`config.mk`:
```
export PLATFORM = sky130hd
export DESIGN_NAME = rio_link_unit
export DESIGN_NICKNAME = d
export VERILOG_FILES = /design/src/common/rio_pkg.sv /design/src/verilog/rio_link_unit.sv
export SDC_FILE = /design/constraint.sdc
export NUM_CORES = 1
export LEC_CHECK = 0
export ABC_AREA = 0
export BUFFER_PORTS_ARGS = -buffer_cell sky130_fd_sc_hd__buf_2
export CORE_ASPECT_RATIO = 0.75
export CORE_MARGIN = 5
export CORE_UTILIZATION = 53
export DETAILED_ROUTE_END_ITERATION = 10
export GPL_TIMING_DRIVEN = 0
export MAX_ROUTING_LAYER = met4
export PLACE_DENSITY = 0.77
export SLEW_MARGIN = 20
export SYNTH_ARGS = -nofsm -noshare
export SYNTH_HDL_FRONTEND = slang
export SYNTH_SLANG_ARGS = --single-unit
```
`constraint.sdc`:
```
create_clock -name i_clk -period 5.2 [get_ports i_clk]
set_input_delay 1.04 -clock i_clk [delete_from_list [all_inputs] [get_ports i_clk]]
set_output_delay 1.04 -clock i_clk [all_outputs]
set_load 0.05 [all_outputs]
```
`src/common/rio_pkg.sv`:
```
package rio_pkg;

	// Clock and printed link timings
	localparam int unsigned CLK_MHZ       = 25;
	localparam int unsigned T_STARTUP_US  = 10000;
	localparam int unsigned T_STD_US      = 19200;
	localparam int unsigned T_FAST_US     = 3000;
	localparam int unsigned LOSS_FRAMES   = 2;
	localparam int unsigned STARTUP_CYC   = T_STARTUP_US * CLK_MHZ;
	localparam int unsigned LOSS_STD_CYC  = LOSS_FRAMES * T_STD_US * CLK_MHZ;
	localparam int unsigned LOSS_FAST_CYC = LOSS_FRAMES * T_FAST_US * CLK_MHZ;

	// Word area and unit numbering
	localparam logic [7:0] WORD_AREA_BASE = 8'h1e;
	localparam logic [7:0] WORD_AREA_LAST = 8'h31;
	localparam logic [3:0] UNIT_MAX       = 4'h9;
	localparam logic [1:0] SYNC_DONE      = 2'h2;

	// Register byte offsets
	localparam logic [7:0] REG_CFG   = 8'h00;
	localparam logic [7:0] REG_STS   = 8'h04;
	localparam logic [7:0] REG_MASK  = 8'h08;
	localparam logic [7:0] REG_STAT  = 8'h0c;
	localparam logic [7:0] REG_IN0   = 8'h10;
	localparam logic [7:0] REG_OUT0  = 8'h20;
	localparam logic [7:0] REG_BANK  = 8'hf0;

	// Switch pin positions on the raw switch vector
	localparam int unsigned SW_FAST = 0;
	localparam int unsigned SW_CLR  = 1;
	localparam int unsigned SW_FBIT = 2;
	localparam int unsigned SW_EN1  = 3;
	localparam int unsigned SW_EN2  = 4;
	localparam int unsigned FLAG_BIT = 15;

	typedef struct packed {
		logic [1:0] lamp_en;
		logic       fbit;
		logic       clr;
		logic       fast;
		logic [3:0] unit;
	} rio_cfg_t;

	// Switches 4 and 5 on, all others off, unit 0
	localparam rio_cfg_t CFG_RESET = '{lamp_en: 2'h3, fbit: 1'b0, clr: 1'b0,
		fast: 1'b0, unit: 4'h0};

	typedef enum logic [1:0] {
		PH_SYNC = 2'b01,
		PH_RUN  = 2'b10
	} rio_phase_t;

endpackage

```
`src/verilog/rio_link_unit.sv`:
```
// Local design decisions: the APB slave port and the register addresses.
`timescale 1ns/1ps
// Summary of operation
// - Fault lamp per input word on reception failure
// - Fast-delay lamp follows high-speed delay selection
// - Clear-on-fault lamp follows clear handling setting
// - Fault-bit-mode lamp follows 15-plus-flag mode
// - Unit number sampled only at power-up
// - Words start at 030 plus twice unit
// - Switch 1 picks one delay for all
// - Delay mismatch with terminal is a fault
// - Switch 2 clears or holds inputs on fault
// - Switch 3 makes bit 15 fault flag
// - Switches 4 and 5 gate fault lamps
// - Reset default: switches 4,5 on, rest off
// - Flag off at startup, set after 10 ms
// - Inputs zero until first valid reception
// - Valid reception clears flag, loads fresh inputs
// - No fault detection on output links
// - Output words first, then input words
module rio_link_unit #(
	parameter int unsigned N_IN          = 2,
	parameter int unsigned N_OUT         = 2,
	parameter int unsigned STARTUP_CYC   = rio_pkg::STARTUP_CYC,
	parameter int unsigned LOSS_STD_CYC  = rio_pkg::LOSS_STD_CYC,
	parameter int unsigned LOSS_FAST_CYC = rio_pkg::LOSS_FAST_CYC
) (
	input  wire logic                  i_clk,        // 25 MHz clock
	input  wire logic                  i_rst_b,      // Power-on reset, active low
	input  wire logic [3:0]            i_unit_sw,    // Unit number switch pins
	input  wire logic [4:0]            i_dip_sw,     // Switches 1..5 at bits 0..4
	input  wire logic [N_IN-1:0]       i_rx_stb,     // Received frame complete
	input  wire logic [N_IN-1:0]       i_rx_err,     // Frame failed its checks
	input  wire logic [N_IN-1:0]       i_rx_fast,    // Terminal uses high-speed delay
	input  wire logic [N_IN-1:0][15:0] i_rx_data,    // Received input word
	output logic      [N_OUT-1:0][15:0] o_tx_word,   // Words for output terminals
	output logic                       o_tx_fast,    // Delay for output transmitters
	output logic      [N_IN-1:0][15:0] o_in_word,    // Input words to the controller
	output logic      [N_IN-1:0]       o_fault_lamp, // Input fault lamps
	output logic                       o_fast_delay_lamp,    // High-speed delay lamp
	output logic                       o_clear_lamp,         // Clear-on-fault lamp
	output logic                       o_fault_bit_mode_lamp, // Flag-bit mode lamp
	output logic                       o_irq,        // Interrupt, active high
	input  wire logic                  i_psel,       // APB select
	input  wire logic                  i_penable,    // APB enable
	input  wire logic                  i_pwrite,     // APB write
	input  wire logic [7:0]            i_paddr,      // APB byte address
	input  wire logic [31:0]           i_pwdata,     // APB write data
	output logic      [31:0]           o_prdata,     // APB read data
	output logic                       o_pready,     // APB ready
	output logic                       o_pslverr     // APB error
);

	localparam int unsigned STS_W = 2 * N_IN + 1;
	localparam int unsigned CW    = 24;

	typedef struct packed {
		rio_pkg::rio_phase_t        phase;
		logic [1:0]                 cap_cnt;
		logic [8:0]                 sw1;
		logic [8:0]                 sw2;
		rio_pkg::rio_cfg_t          cfg;
		logic [N_IN-1:0]            seen;
		logic [N_IN-1:0]            fault;
		logic [N_IN-1:0][15:0]      in_word;
		logic [N_IN-1:0][CW-1:0]    tmo;
		logic [N_OUT-1:0][15:0]     out_word;
		logic [STS_W-1:0]           sts;
		logic [STS_W-1:0]           mask;
		logic [N_IN-1:0]            fault_lamp;
		logic                       fast_lamp;
		logic                       clr_lamp;
		logic                       fbit_lamp;
		logic [31:0]                prdata;
	} rio_state_t;

	rio_state_t st_r;
	rio_state_t st_nxt;

	function automatic logic [7:0] base_word(input logic [3:0] unit);
		base_word = rio_pkg::WORD_AREA_BASE + {3'h0, unit, 1'b0};
	endfunction

	function automatic logic addr_ok(input logic [7:0] a);
		logic [7:0] idx;
		idx = {4'h0, a[3:0] >> 2};
		addr_ok = 1'b0;
		if (a[1:0] == 2'h0)
		begin
			if (a == rio_pkg::REG_CFG || a == rio_pkg::REG_STS ||
				a == rio_pkg::REG_MASK || a == rio_pkg::REG_STAT)
				addr_ok = 1'b1;
			else if ((a & rio_pkg::REG_BANK) == rio_pkg::REG_IN0)
				addr_ok = idx < 8'(N_IN);
			else if ((a & rio_pkg::REG_BANK) == rio_pkg::REG_OUT0)
				addr_ok = idx < 8'(N_OUT);
		end
	endfunction

	function automatic logic [31:0] rd_data(input rio_state_t s, input logic [7:0] a);
		logic [7:0] m;
		logic [1:0] idx;
		m = base_word(s.cfg.unit);
		idx = a[3:2];
		rd_data = 32'h0;
		if (addr_ok(a))
		begin
			case (a & rio_pkg::REG_BANK)
				rio_pkg::REG_IN0:  rd_data = {16'h0, s.in_word[idx]};
				rio_pkg::REG_OUT0: rd_data = {16'h0, s.out_word[idx]};
				default:
				begin
					case (a)
						rio_pkg::REG_CFG:  rd_data = {m + 8'(N_OUT), m, 7'h0, s.cfg};
						rio_pkg::REG_STS:  rd_data = 32'(s.sts);
						rio_pkg::REG_MASK: rd_data = 32'(s.mask);
						rio_pkg::REG_STAT: rd_data = 32'({s.fbit_lamp, s.clr_lamp,
							s.fast_lamp, s.fault_lamp, s.seen, s.fault});
						default:           rd_data = 32'h0;
					endcase
				end
			endcase
		end
	endfunction

	logic [N_IN-1:0] good;
	logic            wr_en;
	logic            cfg_bad;

	always_comb
	begin
		logic [CW-1:0] limit;
		logic [15:0]   d;
		logic [STS_W-1:0] set;
		logic [STS_W-1:0] w1c;
		rio_pkg::rio_cfg_t cap;
		limit = '0;
		d = 16'h0;
		set = '0;
		w1c = '0;
		cap = st_r.cfg;
		st_nxt = st_r;
		good = '0;
		wr_en = i_psel && i_penable && i_pwrite && addr_ok(i_paddr);
		cfg_bad = 1'b0;
		st_nxt.sw1 = {i_unit_sw, i_dip_sw};
		st_nxt.sw2 = st_r.sw1;

		case (st_r.phase)
			rio_pkg::PH_SYNC:
			begin
				// Switches are caught once, after two sync stages have filled
				if (st_r.cap_cnt == rio_pkg::SYNC_DONE)
				begin
					cap.unit    = st_r.sw2[8:5];
					cap.fast    = st_r.sw2[rio_pkg::SW_FAST];
					cap.clr     = st_r.sw2[rio_pkg::SW_CLR];
					cap.fbit    = st_r.sw2[rio_pkg::SW_FBIT];
					cap.lamp_en = {st_r.sw2[rio_pkg::SW_EN2], st_r.sw2[rio_pkg::SW_EN1]};
					st_nxt.cfg = cap;
					// A unit past 9, or a four-word unit on 9, overruns the area
					cfg_bad = (cap.unit > rio_pkg::UNIT_MAX) ||
						(base_word(cap.unit) + 8'(N_IN + N_OUT - 1) >
						rio_pkg::WORD_AREA_LAST);
					st_nxt.phase = rio_pkg::PH_RUN;
				end
				else
				begin
					st_nxt.cap_cnt = st_r.cap_cnt + 2'h1;
				end
			end
			rio_pkg::PH_RUN:
			begin
				for (int i = 0; i < N_IN; i++)
				begin
					// Until the first good frame the startup window applies
					if (!st_r.seen[i])
						limit = CW'(STARTUP_CYC);
					else if (st_r.cfg.fast)
						limit = CW'(LOSS_FAST_CYC);
					else
						limit = CW'(LOSS_STD_CYC);
					good[i] = i_rx_stb[i] && !i_rx_err[i] &&
						(i_rx_fast[i] == st_r.cfg.fast);
					if (good[i])
					begin
						st_nxt.fault[i] = 1'b0;
						st_nxt.seen[i] = 1'b1;
						st_nxt.tmo[i] = '0;
						set[N_IN + i] = st_r.fault[i];
					end
					else
					begin
						if (i_rx_stb[i] || st_r.tmo[i] >= limit)
							st_nxt.fault[i] = 1'b1;
						if (st_r.tmo[i] < limit)
							st_nxt.tmo[i] = st_r.tmo[i] + CW'(1);
						set[i] = st_nxt.fault[i] && !st_r.fault[i];
					end
					if (good[i])
						d = i_rx_data[i];
					else if (!st_r.seen[i] || (st_nxt.fault[i] && st_r.cfg.clr))
						d = 16'h0;
					else
						d = st_r.in_word[i];
					if (st_r.cfg.fbit)
						d[rio_pkg::FLAG_BIT] = st_nxt.fault[i];
					st_nxt.in_word[i] = d;
					// Lamp and flag leave on the same edge as the word
					st_nxt.fault_lamp[i] = st_nxt.fault[i] && st_r.cfg.lamp_en[i];
				end
			end
			default:
			begin
				st_nxt.phase = rio_pkg::PH_SYNC;
			end
		endcase

		st_nxt.fast_lamp = st_nxt.cfg.fast;
		st_nxt.clr_lamp  = st_nxt.cfg.clr;
		st_nxt.fbit_lamp = st_nxt.cfg.fbit;
		set[2 * N_IN] = cfg_bad;

		if (wr_en && i_paddr == rio_pkg::REG_STS)
			w1c = i_pwdata[STS_W-1:0];
		if (wr_en && i_paddr == rio_pkg::REG_MASK)
			st_nxt.mask = i_pwdata[STS_W-1:0];
		if (wr_en && (i_paddr & rio_pkg::REG_BANK) == rio_pkg::REG_OUT0)
			st_nxt.out_word[i_paddr[3:2]] = i_pwdata[15:0];
		// A new event beats a clear in the same cycle
		st_nxt.sts = (st_r.sts & ~w1c) | set;

		// Read data is latched in the setup cycle so it leaves from a flop
		if (i_psel && !i_penable)
			st_nxt.prdata = rd_data(st_r, i_paddr);
	end

	always_ff @(posedge i_clk or negedge i_rst_b)
	begin
		if (!i_rst_b)
		begin
			st_r <= '{phase: rio_pkg::PH_SYNC, cfg: rio_pkg::CFG_RESET, default: '0};
		end
		else
		begin
			st_r <= st_nxt;
		end
	end

	// Output links carry data only; their faults show at the terminal
	assign o_tx_word             = st_r.out_word;
	assign o_tx_fast             = st_r.cfg.fast;
	assign o_in_word             = st_r.in_word;
	assign o_fault_lamp          = st_r.fault_lamp;
	assign o_fast_delay_lamp     = st_r.fast_lamp;
	assign o_clear_lamp          = st_r.clr_lamp;
	assign o_fault_bit_mode_lamp = st_r.fbit_lamp;
	assign o_irq                 = |(st_r.sts & st_r.mask);
	assign o_prdata              = st_r.prdata;
	assign o_pready              = 1'b1;
	assign o_pslverr             = i_psel && i_penable && !addr_ok(i_paddr);

	logic run;
	assign run = st_r.phase == rio_pkg::PH_RUN;
endmodule
```
Word-level counts from Yosys, hierarchy flattened
Index checks and enable logic that the tools add are counted.
- muxes and demuxes: 50
- order comparisons: 9
- add/subtract/negate cells: 7
- bitwise operators: 6
- eq/ne operators: 11
- reductions and logical operators: 55
- operators with widths (operator ; count):
    $mux W16 ; 9
    $mux W24 ; 6
    $pmux W31 S4 ; 1
    $pmux W31 S2 ; 1
    $mux W20 ; 3
    $add A24 B1 Y24 const B ; 2
    $ge A24 B24 Y1 ; 2
    $lt A24 B24 Y1 ; 2
    $bwmux W32 ; 1
    $mux W31 ; 1
    $mux W1 ; 23
    $reduce_and A2 Y1 ; 11
    $logic_and A1 B1 Y1 ; 19
    $demux W16 S1 ; 1
    $eq A8 B4 Y1 const B ; 2
    $add A6 B2 Y7 const B ; 2
    $add A5 B5 Y6 const A ; 2
    $and A5 B5 Y5 ; 2
    $eq A8 B3 Y1 const B ; 1
    $logic_not A1 Y1 ; 8
    $logic_not A8 Y1 ; 1
    $logic_or A1 B1 Y1 ; 8
    $reduce_bool A2 Y1 ; 4
    $gt A7 B6 Y1 const B ; 1
    20 further kinds ; 25
- logic and storage cells: 162
- output and inout bits: 105
- bits of input ports: 92
- bits in registers: 191

Logic depth before layout (Yosys ltp)
- depth in word-level cells: 15
- gate-level depth with buffers: 13
- depth with buffers taken out: 10

Worst setup path after synthesis
Ideal clock, no wire load.
- path type: in2out
- from: input i_paddr[5]
- to: output o_pslverr
- data arrival time: 2641 ps
- slack: 1519 ps
- stages on the path: 6
- data required time: 4160 ps
- path buffers: 2
- cells stage by stage: or4b_1 -> clkbuf_1 -> a21oi_1 -> o21ai_0 -> clkbuf_1 -> and3_1
- cells in the longest elaborated chain, start to end: 8
- elaborated cells on any way between the ends: 15
- those cells by class: eq/ne (5); mux (4); reduce/logical (6)
- ends and longest elaborated chain (element ; line ; source):
    start, declared ; rio_link_unit.sv:47 ; input wire logic [7:0] i_paddr,
    $eq A8 B3 Y1 or $logic_not A8 Y1 (tied branches) ; rio_link_unit.sv:90 ; if (a == rio_pkg::REG_CFG || a == rio_pkg::REG_STS ||
    $logic_or A1 B1 Y1 (2 in series) ; rio_link_unit.sv:90 ;
    $logic_or A1 B1 Y1 ; rio_link_unit.sv:91 ; a == rio_pkg::REG_MASK || a == rio_pkg::REG_STAT)
    $mux W1 * ; rio_link_unit.sv:90 ;
    $mux W1 * ; rio_link_unit.sv:88 ; if (a[1:0] == 2'h0)
    $logic_not A1 Y1 * ; rio_link_unit.sv:261 ; assign o_pslverr = i_psel && i_penable && !addr_ok(i_paddr);
    $logic_and A1 B1 Y1 * ; rio_link_unit.sv:261 ;
    end, declared ; rio_link_unit.sv:51 ; output logic o_pslverr
Every way passes the cells marked *; elsewhere a longest branch is shown, timed or not.

Worst setup path in the final report
- from: input i_paddr[4]
- to: output o_pslverr
Same word-level chain as after synthesis.

==> impl_results.md <==
* Outcome: finished clean
* Synth cell types at 69
* RSZ-0062 raised after global routing: no
* Max cap viols at 0
* Arrival time worst endpoint at 3.11 ns
* Vias at 7805
* CTS-repair resized insts at 0
* Worst Path Required at 4.16 ns
* FF/Latch Area at 0.00466 mm2
* Initial core utilization at 0.536
* Most common flop cell mapped by yosys: dfrtp_1
* Top sig layer: met4
* Mapped Avg Cell Area at 10.6 um2
* Crit end category: output port
* Syn. warnings at 0
* Bufs on Longest Clock Path at 2
* WL/cell at 18.7 um
* Total congestion overflow at 0
* Met2 WL at 11.4 mm
* Final WS setup at 1.05 ns
* Drt drc at 0
* Gr usage total at 0.249
* Clock Latency Late Sink at 0.44 ns
* HPWL after detailed placement at 19.2 mm
* Fin area at 0.0117 mm2
* Iteration-0 DRC count of the detailed router at 770
* Largest net degree at the start of global routing at 97
* Multi-input gate area at 0.00421 mm2
* Max VDD drop at 0.000171 V
* Metal3 WL at 2.19 mm
* Met1 Routed Length at 12.0 mm
* Layout area overhead at 18.6%
* CTS Buf Count at 17
* Final period util at 0.799
* Worst hold margin at 0.352 ns
* Hold Path Depth at 0
* FF-to-FF End: st_r[118]
* Post-Place Worst Slack at 1.07 ns
* Register-to-Register Path Depth at 11
* Vias per cell at 5.62
* HP Class: register to register
* Share of layout cells above drive strength 1 at 0.332
* Clock transition at the registers of the reported paths at 0.07 ns
* Hold Buf Count CTS at 0
* Max Fclk at 0.241 GHz
* Worst Tran Pin Value at 0.888 ns
* Area of the core at 0.0183 mm2
* Number of synthesized flops with an enable pin at 0
* Final net count at 1257
* Syn Inst Count at 932
* Setup violators final at 0
* Setup TNS at 0 ns
* Vias in the first global route at 7715
* Row count at 43
* Htree depth at 4
* GPL Wtd Cong at 0.938
* Sequential-to-total area share from yosys stat at 0.473
* Fin crit period at 4.15 ns
* Routed WL at 25.9 mm
* Fin. max-slew vios at 0
* Number of I/O port buffers at 173
* CTS Sinks at 186
* FF+latch count, synth at 186
* Die width at 167 um
* Critical Path Fanout Max at 10
* Hold Path Origin: st_nxt[172]
* R2r setup slk at 1.08 ns
* Worst Setup Start Kind: input pin
* Antenna violations before repair at 0
* I/O pin total at 197
* FF-to-FF Start: o_fast_delay_lamp
* Synthesized cell area at 0.00984 mm2
* Post-synthesis async set-or-reset flop share at 1.00
* Die H at 128 um
* First-pass GRT wire length at 40.9 mm
* Final ANT Viol Nets at 0
* CTS tree: yes
* Post-CTS setup repair buffer count at 0
* Placed cell area at 0.0111 mm2
* Fin. Hold Viols at 0
* Clk root buf: clkbuf_16
* Worst Path Class, Setup: input pin to output port
* Worst Hold Endpoint: st_r[172]
* Max_slew headroom at 0.408
* Leak pwr at 5.98 nW
* Skew final at 0.0123 ns
* Filler instances at 1493
* Die footprint at 0.0214 mm2
* Power density over the cells at 292 mW/mm2
* Drt pass-1 iters at 5
* # diodes at 0
-- placed cells by master (no fill, tap or decap), drive strengths merged, types with 16 or more instances in the layout --
cell type	n
clkbuf	54
mux2	51
buf	278
ha	36
nand4	16
nand2	89
o22ai	17
o21ai	31
nor2	43
a22o	34
dfrtp	183
xnor2	24
inv	31
mux2i	32
a21oi	41
-- synthesized netlist by cell type, drive strengths merged (4+ instances only) --
| library cell | count | area share |
|---|---|---|
| nand3 | 12 | 0.0061 |
| buf | 104 | 0.078 |
| nor3b | 4 | 0.0031 |
| mux2 | 51 | 0.058 |
| inv | 22 | 0.0084 |
| o21ai | 31 | 0.016 |
| a22o | 34 | 0.030 |
| nand2 | 89 | 0.034 |
| and4 | 4 | 0.0036 |
| nor4b | 6 | 0.0053 |
| nor4 | 5 | 0.0032 |
| nand3b | 5 | 0.0038 |
| a31oi | 4 | 0.0025 |
| nor2 | 43 | 0.016 |
| o31ai | 14 | 0.012 |
| and2 | 11 | 0.0070 |
| nand2b | 6 | 0.0038 |
| nand4 | 16 | 0.012 |
| clkbuf | 37 | 0.014 |
| a21oi | 41 | 0.021 |
| or3 | 8 | 0.0051 |
| ha | 36 | 0.046 |
| and3 | 11 | 0.0070 |
| a221oi | 5 | 0.0045 |
| xor2 | 10 | 0.0089 |
| dfrtp | 183 | 0.47 |
| nor3 | 13 | 0.0071 |
| mux2i | 32 | 0.033 |
| o22ai | 17 | 0.011 |
| nor2b | 7 | 0.0045 |
| xnor2 | 24 | 0.021 |
-- per-stage QoR --
stage          total power, mW  utilization  std cells
2_1_floorplan             1.93            -        936
3_5_place_dp              2.10        0.603       1357
6_report                  3.41        0.636       1389
5_1_grt                   3.53        0.636       1389
3_3_place_gp              2.08        0.601       1356
4_1_cts                   3.42        0.636       1389
-- critical path: stages --
cell      delay (ns)
buf_2           0.11
or4b_1          0.16
clkbuf_1        0.40
a21oi_1         0.15
o21ai_0         0.37
clkbuf_1        0.41
and3_1          0.21
buf_2           0.26
-- per-layer routing --
metal  up-vias  track usage
li1       3618            -
met5         -            -
met2       320        0.363
met4         0       0.0525
met3        28       0.0469
met1      3839        0.367
-- flip-flops by register name, summed over array words and instances, names as in the netlist --
signal and count:
o_clear_lamp 1, o_prdata 27, o_tx_word 32, o_fast_delay_lamp 1, o_in_word 32, o_fault_lamp 2, st_r 81, o_fault_bit_mode_lamp 1
st_nxt 9
-- report_power, final --
group	switching (mW)	leakage, nW	internal (mW)	total (mW)
registers	0.0707	2.44	1.51	1.59
logic	0.309	3.24	0.182	0.491
clock network	0.641	0.295	0.692	1.33
total	1.02	5.98	2.39	3.41
-- worst max-delay path by stage --
stage	start	end	slack, ns	cells past startpoint
after detailed placement	i_paddr[5]	o_pslverr	1.07	8
after floorplan	i_paddr[5]	o_pslverr	1.52	6
after global routing	o_fast_delay_lamp	st_r[118]	0.66	11
final	i_paddr[4]	o_pslverr	1.05	8
after global placement	i_rst_b	o_in_word[10]	0.11	1
after CTS	i_paddr[4]	o_pslverr	1.06	8
-- cells by family after synthesis --
kind of cell    count (synthesis)  synth area share
mux                            83            0.0909
buf+inv                       163             0.101
simple gates                  254             0.135
xor+xnor                       34            0.0303
compound gates                174             0.123
other cells                     2          0.000763
fa+ha+maj                      36            0.0458
flops                         186             0.473
-- final cells by class --
| class | count | share of cell area |
|---|---|---|
| clock inverter | 15 | 0.0152 |
| clock buffer | 17 | 0.0365 |
| tap | 247 | 0.0265 |
| timing repair buffer | 174 | 0.0774 |
| sequential | 186 | 0.399 |
| buffer | 141 | 0.0778 |
| multi-input combinational | 587 | 0.360 |
| inverter | 22 | 0.00708 |
(Power assumes the default switching activity.)
